==> src/include/boot_map_pkg.sv <==
// Purpose: constants for the boot section address map and pointer split
// Assumes: word addressed flash, 64-word pages, 8K-word or 16K-word variant
// Notes: addresses are word addresses
package boot_map_pkg;
  localparam int PTR_W = 16;
  localparam int WORD_FIELD_W = 6;
  localparam int WORD_LSB = 1;
  localparam int PAGE_LSB = 7;
  localparam int PTR_PAGE_WORD_TOP = 6;
  localparam int CNT_TOP_8K = 12;
  localparam int CNT_TOP_16K = 13;
  localparam int PTR_CNT_TOP_8K = 13;
  localparam int PTR_CNT_TOP_16K = 14;
  localparam int ADDR_W = 14;
  localparam int PAGE_W = 8;
  localparam logic [ADDR_W-1:0] FLASH_END_8K = 14'h1FFF;
  localparam logic [ADDR_W-1:0] FLASH_END_16K = 14'h3FFF;
  localparam logic [ADDR_W-1:0] BOOT_11_8K = 14'h1F00;
  localparam logic [ADDR_W-1:0] BOOT_10_8K = 14'h1E00;
  localparam logic [ADDR_W-1:0] BOOT_01_8K = 14'h1C00;
  localparam logic [ADDR_W-1:0] BOOT_00_8K = 14'h1800;
  localparam logic [ADDR_W-1:0] BOOT_11_16K = 14'h3F00;
  localparam logic [ADDR_W-1:0] BOOT_10_16K = 14'h3E00;
  localparam logic [ADDR_W-1:0] BOOT_01_16K = 14'h3C00;
  localparam logic [ADDR_W-1:0] BOOT_00_16K = 14'h3800;
  localparam logic [ADDR_W-1:0] STALL_START_8K = 14'h1800;
  localparam logic [ADDR_W-1:0] STALL_START_16K = 14'h3800;
  localparam logic [PAGE_W-1:0] BOOT_PAGES_11 = 8'h04;
  localparam logic [PAGE_W-1:0] BOOT_PAGES_10 = 8'h08;
  localparam logic [PAGE_W-1:0] BOOT_PAGES_01 = 8'h10;
  localparam logic [PAGE_W-1:0] BOOT_PAGES_00 = 8'h20;
  localparam logic [PAGE_W-1:0] STALL_PAGES = 8'h20;
  localparam logic [PAGE_W-1:0] CONC_PAGES_8K = 8'h60;
  localparam logic [PAGE_W-1:0] CONC_PAGES_16K = 8'hE0;
  typedef enum logic [2:0] {
    ST_IDLE = 3'b001,
    ST_CONC = 3'b010,
    ST_STALL = 3'b100
  } prog_state_t;
endpackage

==> src/rtl/boot_section_address_map.sv <==
// Purpose: boot section map, section split and pointer decode for self-programming
// Assumes: fuse and variant inputs are static; flash array reports write completion
// Notes: one clock domain; all outputs registered
`timescale 1ns/100ps
// Notes on behaviour
// - on the 8K-word variant fuse 11/10/01/00 puts the boot section at 1F00/1E00/1C00/1800, ending at 1FFF.
// - on the 16K-word variant fuse 11/10/01/00 puts the boot section at 3F00/3E00/3C00/3800, ending at 3FFF.
// - the application section runs from zero to one below boot start; boot is 4, 8, 16 or 32 pages.
// - the stalling section is always the top 32 pages regardless of the fuse.
// - the concurrent read section is 0000-17FF (96 pages) or 0000-37FF (224 pages).
// - the program counter is 13 bits on the 8K-word variant.
// - the program counter is 14 bits on the 16K-word variant.
// - pages hold 64 words, low six counter bits pick the word and upper bits the page.
// - the page number comes from pointer bits 13:7 or 14:7.
// - the buffer word index is pointer bits 6:1, and software keeps it zero for a page write.
// - pointer bit 0 is not a word address bit; it picks the byte on load reads.
// - the counter top bit maps to pointer bit 13 or 14 and the page-word top bit to pointer bit 6.
// - a program operation to the concurrent read section sets busy and blocks access to it.
// - a page write to the stalling section stalls the cpu until the write ends.
module boot_section_address_map
  import boot_map_pkg::*;
(
  input wire logic mclk_i, // cpu clock
  input wire logic rst_i, // async reset, active high
  input wire logic large_variant_i, // 1 selects 16K-word variant, static
  input wire logic boot_size_sel_hi_i, // boot size fuse high bit, static
  input wire logic boot_size_sel_lo_i, // boot size fuse low bit, static
  input wire logic [PTR_W-1:0] pointer_i, // z pointer from cpu
  input wire logic prog_start_i, // pulse: page erase or page write starts
  input wire logic prog_is_write_i, // with prog_start_i: 1 page write, 0 erase
  input wire logic page_load_i, // pulse: temporary buffer word load
  input wire logic section_reenable_i, // pulse: re-enable concurrent section
  input wire logic prog_done_i, // pulse: flash array finished
  input wire logic [ADDR_W-1:0] fetch_addr_i, // word address of cpu read
  output logic [ADDR_W-1:0] boot_start_o, // boot start and reset vector
  output logic [ADDR_W-1:0] app_end_o, // last application word
  output logic [ADDR_W-1:0] stall_start_o, // first stalling section word
  output logic [PAGE_W-1:0] boot_pages_o, // boot size in pages
  output logic [PAGE_W-1:0] conc_pages_o, // concurrent section pages
  output logic [ADDR_W-1:0] counter_top_bit_o, // one-hot mask of counter top bit
  output logic [PAGE_W-1:0] page_select_field_o, // page number from pointer
  output logic [WORD_FIELD_W-1:0] word_select_field_o, // word in page from pointer
  output logic byte_select_o, // pointer bit 0, load byte select
  output logic word_field_nonzero_o, // page write issued with word field not zero
  output logic concurrent_section_busy_o, // concurrent section blocked
  output logic fetch_blocked_o, // cpu read hits blocked section
  output logic cpu_stall_o // cpu halted during stalling write
);
  // map group: variant and fuse copies and the boundaries derived from them
  logic large_reg;
  logic large_next;
  logic [1:0] fuse_reg;
  logic [1:0] fuse_next;
  logic [ADDR_W-1:0] boot_reg;
  logic [ADDR_W-1:0] boot_next;
  logic [ADDR_W-1:0] app_reg;
  logic [ADDR_W-1:0] app_next;
  logic [ADDR_W-1:0] stall_reg;
  logic [ADDR_W-1:0] stall_next;
  logic [ADDR_W-1:0] top_reg;
  logic [ADDR_W-1:0] top_next;
  logic [PAGE_W-1:0] bpages_reg;
  logic [PAGE_W-1:0] bpages_next;
  logic [PAGE_W-1:0] cpages_reg;
  logic [PAGE_W-1:0] cpages_next;
  // pointer group: fields split off the z pointer
  logic [PAGE_W-1:0] page_reg;
  logic [PAGE_W-1:0] page_next;
  logic [WORD_FIELD_W-1:0] word_reg;
  logic [WORD_FIELD_W-1:0] word_next;
  logic byte_reg;
  logic byte_next;
  logic nz_reg;
  logic nz_next;
  // control group: program sequencing, busy and stall
  logic blk_reg;
  logic blk_next;
  logic stall_o_reg;
  logic stall_o_next;
  logic busy_reg;
  logic busy_next;
  prog_state_t state_reg;
  prog_state_t state_next;
  logic [ADDR_W-1:0] tgt_addr;
  logic tgt_in_stall;

  always_comb begin
    large_next = large_variant_i;
    fuse_next = {boot_size_sel_hi_i, boot_size_sel_lo_i};
    case (fuse_reg)
      2'b11: begin
        boot_next = large_reg ? BOOT_11_16K : BOOT_11_8K;
        bpages_next = BOOT_PAGES_11;
      end
      2'b10: begin
        boot_next = large_reg ? BOOT_10_16K : BOOT_10_8K;
        bpages_next = BOOT_PAGES_10;
      end
      2'b01: begin
        boot_next = large_reg ? BOOT_01_16K : BOOT_01_8K;
        bpages_next = BOOT_PAGES_01;
      end
      default: begin
        boot_next = large_reg ? BOOT_00_16K : BOOT_00_8K;
        bpages_next = BOOT_PAGES_00;
      end
    endcase
    app_next = boot_next - 14'h0001;
    stall_next = large_reg ? STALL_START_16K : STALL_START_8K;
    cpages_next = large_reg ? CONC_PAGES_16K : CONC_PAGES_8K;
    top_next = large_reg ? (14'h0001 << CNT_TOP_16K) : (14'h0001 << CNT_TOP_8K);
  end

  // pointer fields follow the pointer every cycle, one edge late
  always_comb begin
    // pointer split; bit 0 skipped so counter bit n sits at pointer bit n+1
    page_next = large_reg ? pointer_i[PTR_CNT_TOP_16K:PAGE_LSB]
                          : {1'b0, pointer_i[PTR_CNT_TOP_8K:PAGE_LSB]};
    word_next = pointer_i[PTR_PAGE_WORD_TOP:WORD_LSB];
    byte_next = pointer_i[0];
    nz_next = prog_start_i && prog_is_write_i && (word_next != '0);
  end

  // a start is taken only while idle; busy clears only while idle
  always_comb begin
    tgt_addr = large_reg ? pointer_i[PTR_CNT_TOP_16K:WORD_LSB]
                         : {1'b0, pointer_i[PTR_CNT_TOP_8K:WORD_LSB]};
    // boundary being loaded: a start on the second edge after reset already sees the variant
    tgt_in_stall = (tgt_addr >= stall_next);
    state_next = state_reg;
    busy_next = busy_reg;
    case (state_reg)
      ST_IDLE: begin
        if (prog_start_i) begin
          if (!tgt_in_stall) begin
            state_next = ST_CONC;
            busy_next = 1'b1;
          end else if (prog_is_write_i) begin
            state_next = ST_STALL;
          end else begin
            state_next = ST_CONC;
          end
        end else if (page_load_i || section_reenable_i) begin
          busy_next = 1'b0;
        end
      end
      ST_CONC: begin
        if (prog_done_i) state_next = ST_IDLE;
      end
      ST_STALL: begin
        if (prog_done_i) state_next = ST_IDLE;
      end
      default: state_next = ST_IDLE;
    endcase
    blk_next = busy_next && (fetch_addr_i < stall_next);
    stall_o_next = (state_next == ST_STALL);
  end

  // map group registers
  always_ff @(posedge mclk_i or posedge rst_i) begin
    if (rst_i) begin
      large_reg <= 1'b0;
      fuse_reg <= 2'b00;
      boot_reg <= '0;
      app_reg <= '0;
      stall_reg <= '0;
      top_reg <= '0;
      bpages_reg <= '0;
      cpages_reg <= '0;
    end else begin
      large_reg <= large_next;
      fuse_reg <= fuse_next;
      boot_reg <= boot_next;
      app_reg <= app_next;
      stall_reg <= stall_next;
      top_reg <= top_next;
      bpages_reg <= bpages_next;
      cpages_reg <= cpages_next;
    end
  end

  // pointer group registers
  always_ff @(posedge mclk_i or posedge rst_i) begin
    if (rst_i) begin
      page_reg <= '0;
      word_reg <= '0;
      byte_reg <= 1'b0;
      nz_reg <= 1'b0;
    end else begin
      page_reg <= page_next;
      word_reg <= word_next;
      byte_reg <= byte_next;
      nz_reg <= nz_next;
    end
  end

  // control group registers
  always_ff @(posedge mclk_i or posedge rst_i) begin
    if (rst_i) begin
      blk_reg <= 1'b0;
      stall_o_reg <= 1'b0;
      busy_reg <= 1'b0;
      state_reg <= ST_IDLE;
    end else begin
      blk_reg <= blk_next;
      stall_o_reg <= stall_o_next;
      busy_reg <= busy_next;
      state_reg <= state_next;
    end
  end

  // every output comes straight from its register
  assign boot_start_o = boot_reg;
  assign app_end_o = app_reg;
  assign stall_start_o = stall_reg;
  assign boot_pages_o = bpages_reg;
  assign conc_pages_o = cpages_reg;
  assign counter_top_bit_o = top_reg;
  assign page_select_field_o = page_reg;
  assign word_select_field_o = word_reg;
  assign byte_select_o = byte_reg;
  assign word_field_nonzero_o = nz_reg;
  assign concurrent_section_busy_o = busy_reg;
  assign fetch_blocked_o = blk_reg;
  assign cpu_stall_o = stall_o_reg;
endmodule // boot_section_address_map

==> config.mk <==
export PLATFORM = sky130hd
export DESIGN_NAME = boot_section_address_map
export DESIGN_NICKNAME = d
export VERILOG_FILES = /design/src/include/boot_map_pkg.sv /design/src/rtl/boot_section_address_map.sv
export SDC_FILE = /design/constraint.sdc
export NUM_CORES = 1
export LEC_CHECK = 0
export BUFFER_PORTS_ARGS = -buffer_cell sky130_fd_sc_hd__clkbuf_2
export CORE_MARGIN = 2
export CORE_UTILIZATION = 39
export DETAILED_ROUTE_END_ITERATION = 12
export PLACE_DENSITY = 0.8
export SYNTH_ARGS = -nofsm -noshare
export SYNTH_HDL_FRONTEND = slang
export SYNTH_SLANG_ARGS = --single-unit
export TNS_END_PERCENT = 10
==> constraint.sdc <==
create_clock -name mclk_i -period 1.5 [get_ports mclk_i]
set_input_delay 0.3 -clock mclk_i [delete_from_list [all_inputs] [get_ports mclk_i]]
set_output_delay 0.3 -clock mclk_i [all_outputs]
set_load 0.02 [all_outputs]
== Word-level counts from Yosys, hierarchy flattened ==
Cells that the tools add are included.

* Add/subtract/negate cells: 1
* $mul: 0
* Div/mod/pow operators: 0
* Magnitude comparators: 2
* Equality and inequality tests: 7
* Shift operators: 0
* Multiplexer cells: 19
* Bitwise gates (word level): 0
* Reductions and logical operators: 6

{| class="wikitable"
|+ Operators by type and width
! kind !! number
|-
| 14-bit two-way mux || 6
|-
| 14-bit one-hot mux with 3 select lines || 1
|-
| 6-bit one-hot mux with 3 select lines || 1
|-
| 8-bit two-way mux || 2
|-
| 14-bit >= comparator || 1
|-
| 14-bit < comparator || 1
|-
| 14-bit by 1-bit subtractor with 14-bit output, second input constant || 1
|-
| 3-bit two-way mux || 4
|-
| 3-bit equality test, second input constant || 2
|-
| 3-bit one-hot mux with 2 select lines || 1
|-
| 6-bit nonzero test || 1
|-
| 2-bit equality test, second input constant || 2
|-
| 1-bit two-way mux || 4
|-
| 3-bit by 1-bit equality test with 1-bit output, second input constant || 1
|-
| 3-bit by 2-bit equality test with 1-bit output, second input constant || 1
|-
| 1-bit logical AND || 3
|-
| 2-bit by 1-bit equality test with 1-bit output, second input constant || 1
|-
| 2-bit OR reduction || 1
|-
| 1-bit logical OR || 1
|}

* Flip-flop bits (word level): 97
* Bits in latches: 0
* Bits in writable memories: 0
* Memory bits (read-only): 0
* Bits of input ports: 40
* Output and inout port bits: 91
* Word-level logic and storage cells: 51
* Memories kept: 0

== Longest topological paths before layout ==
* Depth after elaboration: 6
* Depth in mapped cells: 4

== Worst setup path before layout ==
No wires, ideal clock.

* Path type: register -> register
* From: register state_reg[0]
* To: register stall_o_reg (netlist: cpu_stall_o)
* Library setup time: 0.078 ns
* Arrival time: 1.132 ns
* Required time: 1.422 ns
* Path slack: 0.291 ns
* Cell stages (with the launch flop): 4
* Path buffers: 0
* Cell sequence: dfstp_2 > nand2b_1 > or4_4 > a21oi_1

* Longest elaborated chain between the ends: 4
* Elaborated cells between the ends (all ways): 8

{| class="wikitable"
|+ Ends and longest elaborated chain
! item !! line !! source
|-
| start: declaration || boot_section_address_map.sv:82 || <nowiki>prog_state_t state_reg;</nowiki>
|-
| start signal: assignment || boot_section_address_map.sv:208 || <nowiki>state_reg <= state_next;</nowiki>
|-
| 3-bit equality test or 3-bit by 2-bit equality test with 1-bit output (tied branches) || boot_section_address_map.sv:132 || <nowiki>case (state_reg)</nowiki>
|-
| 2-bit OR reduction (no source line) || -- ||
|-
| 3-bit one-hot mux with 2 select lines (*) || boot_section_address_map.sv:132 ||
|-
| 3-bit equality test (*) || boot_section_address_map.sv:156 || <nowiki>stall_o_next = (state_next == ST_STALL);</nowiki>
|-
| net stall_o_next || boot_section_address_map.sv:79 || <nowiki>logic stall_o_next;</nowiki>
|-
| end signal: assignment || boot_section_address_map.sv:206 || <nowiki>stall_o_reg <= stall_o_next;</nowiki>
|-
| end: declaration || boot_section_address_map.sv:78 || <nowiki>logic stall_o_reg;</nowiki>
|}

Mark *: on every way through the listed nets, which the timed path passes. The rest lies on a longest branch.

== Final worst setup path ==
* From: register state_reg[0]
* To: register state_reg[2]

* Longest elaborated chain between the ends: 3
* Elaborated cells between the ends (all ways): 5

{| class="wikitable"
|+ Ends and longest elaborated chain
! item !! line !! source
|-
| 3-bit equality test or 3-bit by 2-bit equality test with 1-bit output (tied branches) || boot_section_address_map.sv:132 ||
|-
| 2-bit OR reduction (no source line) || -- ||
|-
| 3-bit one-hot mux with 2 select lines (*) || boot_section_address_map.sv:132 ||
|-
| net state_next[2] || boot_section_address_map.sv:83 || <nowiki>prog_state_t state_next;</nowiki>
|}

Marks and branches as above.

==> impl_metrics.ini <==
[status]
status = finished, final reports clean

[grt]
grt_usage_pct = 10.9
grt_pass1_vias = 849
grt_max_degree = 39
grt_pass1_wl_um = 3730
antenna_found_initial = 0
grt_overflow = 0

[worst_setup_path]
r2r_cells = 3
worstPathRequired_ns = 1.70
crit_fanout = 6
worst_setup_path_start_kind = flop
end_kind = flop
criticalPathCategory = flop to flop
reg2reg_slack_ns = 0.22
timing.rr.end = state_reg[2]
r2r-start = state_reg[0]
critPathArrivalTime_ns = 1.48

[clocking]
cts-root-buf = clkbuf_8
cts.sinks = 38
hold_buffers = 0
cts_tree = done
cts-buffers-inserted = 5
cts_resized = 0
clock_latency_ns = 0.27
cts.clk_slew.worst_paths_ns = 0.07
max-clock-path-buffers = 2
cts_max_level = 2
postCtsSetupRepairBufs = 0

[final_layout]
fill_cells = 380
fin_area_sq_um = 1900
stdcell_count = 254
final_cell_mix = clkbuf_2 (78), conb_1 (41), dfrtp_1 (36)
areaGrowthSynthToFinish_pct = 16.6
final_common_cell = clkbuf_2
largest_reg_flops = 8
drive_above_1_share_pct = 46.1
diodes = 0
nNetsFinal = 244

[synthesis]
yosysTopAreaCell = dfrtp_1
synth-seq-area-share_pct = 58.4
syn_area_sq_um = 1630
synth_cells = 138
yosysTopAreaCellShare_pct = 56.8
syn_avg_cell_area_sq_um = 11.8
ys_warn_count = 0
synth.area.top_cells = dfrtp_1 (57%), buf_4 (27%), inv_1 (1.8%), dfstp_2 (1.6%), a21oi_1 (1.5%)
synth.distinct_cells = 23
synth_seq_cells = 38

[sta]
max_freq_ghz = 0.783
min_period_ns = 1.28
finalSetupViolCount = 0
fin_tns_setup_ns = 0
fin_crit_sh_pct = 85.1
finalMaxSlewViolations = 0
hold_violations = 0
rsz0062_at_grt = no
clock_skew_ns = 0.00108

[place]
place_congestion = 0.718
hpwl_um = 1960
post_dp_cell_area_sq_um = 1790
dpl.cell_count = 246
port_buffers = 78

[floorplanning]
ioPinCount = 131
dieArea_sq_um = 4710
core_area_sq_um = 4000
die_w_um = 68.7
floorplan.initialDensity_pct = 40.8
die_y_um = 68.7
rows = 23

[pwr]
power_mw = 2.45
power.leakage_nw = 1.08
ir_worst_vdd_mv = 0.582
p_per_area_nw_per_um2 = 1290

[run]
drv_cap = 0

[detailed_routing]
drt_iter0_markers = 10
vias = 995
route.detailed.drc = 0
wl_per_cell_um = 9.71
via_per_inst = 3.92
ant_nets = 0
dr.pass1.iters = 3
wl_um = 2470

[hold_path]
worstHoldPathType = primary input to async pin
==> cell families after synthesis <==
logic type,after synthesis,share of synthesized area [%]
flops,38,58.4
other cells,2,0.461
compound gates,10,3.91
fa+ha+maj,1,0.767
xor+xnor,1,0.537
simple gates,18,6.68
buf+inv,68,29.2
==> how the worst max path moves through the flow <==
| stage | end | slack, ns | start |
|---|---|---|---|
| global route | fetch_blocked_o | 0.12 | state_reg[0] |
| CTS | app_end_o[0] | 0.09 | app_end_o[12] |
| global placement | cpu_stall_o | 0.24 | large_reg |
| floorplan | cpu_stall_o | 0.29 | state_reg[0] |
| detailed placement | state_reg[2] | 0.23 | state_reg[0] |
| finish | state_reg[2] | 0.22 | state_reg[0] |
==> metal layers <==
layer	part of all wire (%)	track usage (%)	wire [um]	vias to the layer above
met5	0	0	0	-
met4	0.36	3.75	9	0
met3	13	5.03	328	2
met2	51	17.4	1250	74
met1	36	13.0	876	461
li1	-	-	-	458
==> report_power, final <==
| part | internal (mW) | total [mW] | switching [mW] | leakage (nW) |
|---|---|---|---|---|
| clock network | 0.489 | 0.817 | 0.328 | 0.0579 |
| logic | 0.138 | 0.460 | 0.322 | 0.576 |
| registers | 1.12 | 1.17 | 0.0563 | 0.447 |
==> area by class of cell <==
class                   count  area (sq um)  share of cell area [%]
flip-flops and latches     38           953                    50.2
clock buffers               5          68.8                    3.62
multi-input cells          71           348                    18.3
well taps                  50          62.6                    3.29
clock inverters             3          40.0                    2.11
repair buffers             79           398                    20.9
inverters                   8          30.0                    1.58
==> synthesized netlist by cell type <==
master	n
nor4_1	1
a31o_2	1
dfrtp_1	37
nor2b_1	2
and2_1	1
o31ai_1	1
o41ai_1	2
o21ai_0	1
xor2_1	1
nand2_1	3
a21oi_1	5
nand2_2	1
buf_4	59
and4bb_2	1
inv_1	8
nor2_1	4
dfstp_2	1
ha_1	1
or3b_2	1
clkbuf_1	1
conb_1	2
nand2b_1	3
or4_4	1
==> worst max-delay path: stages, from the launching register on <==
cell      delay [ns]
dfstp_2         0.57
nand2b_1        0.06
or4_4           0.41
a21oi_1         0.16
==> through the flow <==
step	utilization, %	hold slack, ns	setup WS (ns)
global route	47.5	0.0996	0.117
finish	47.5	0.0999	0.223
floorplan	-	0.331	0.291
global placement	44.8	0.396	0.243
CTS	47.5	0.111	0.0925
detailed placement	44.8	0.403	0.230
No activity file was read; power rests on OpenSTA's default activity.
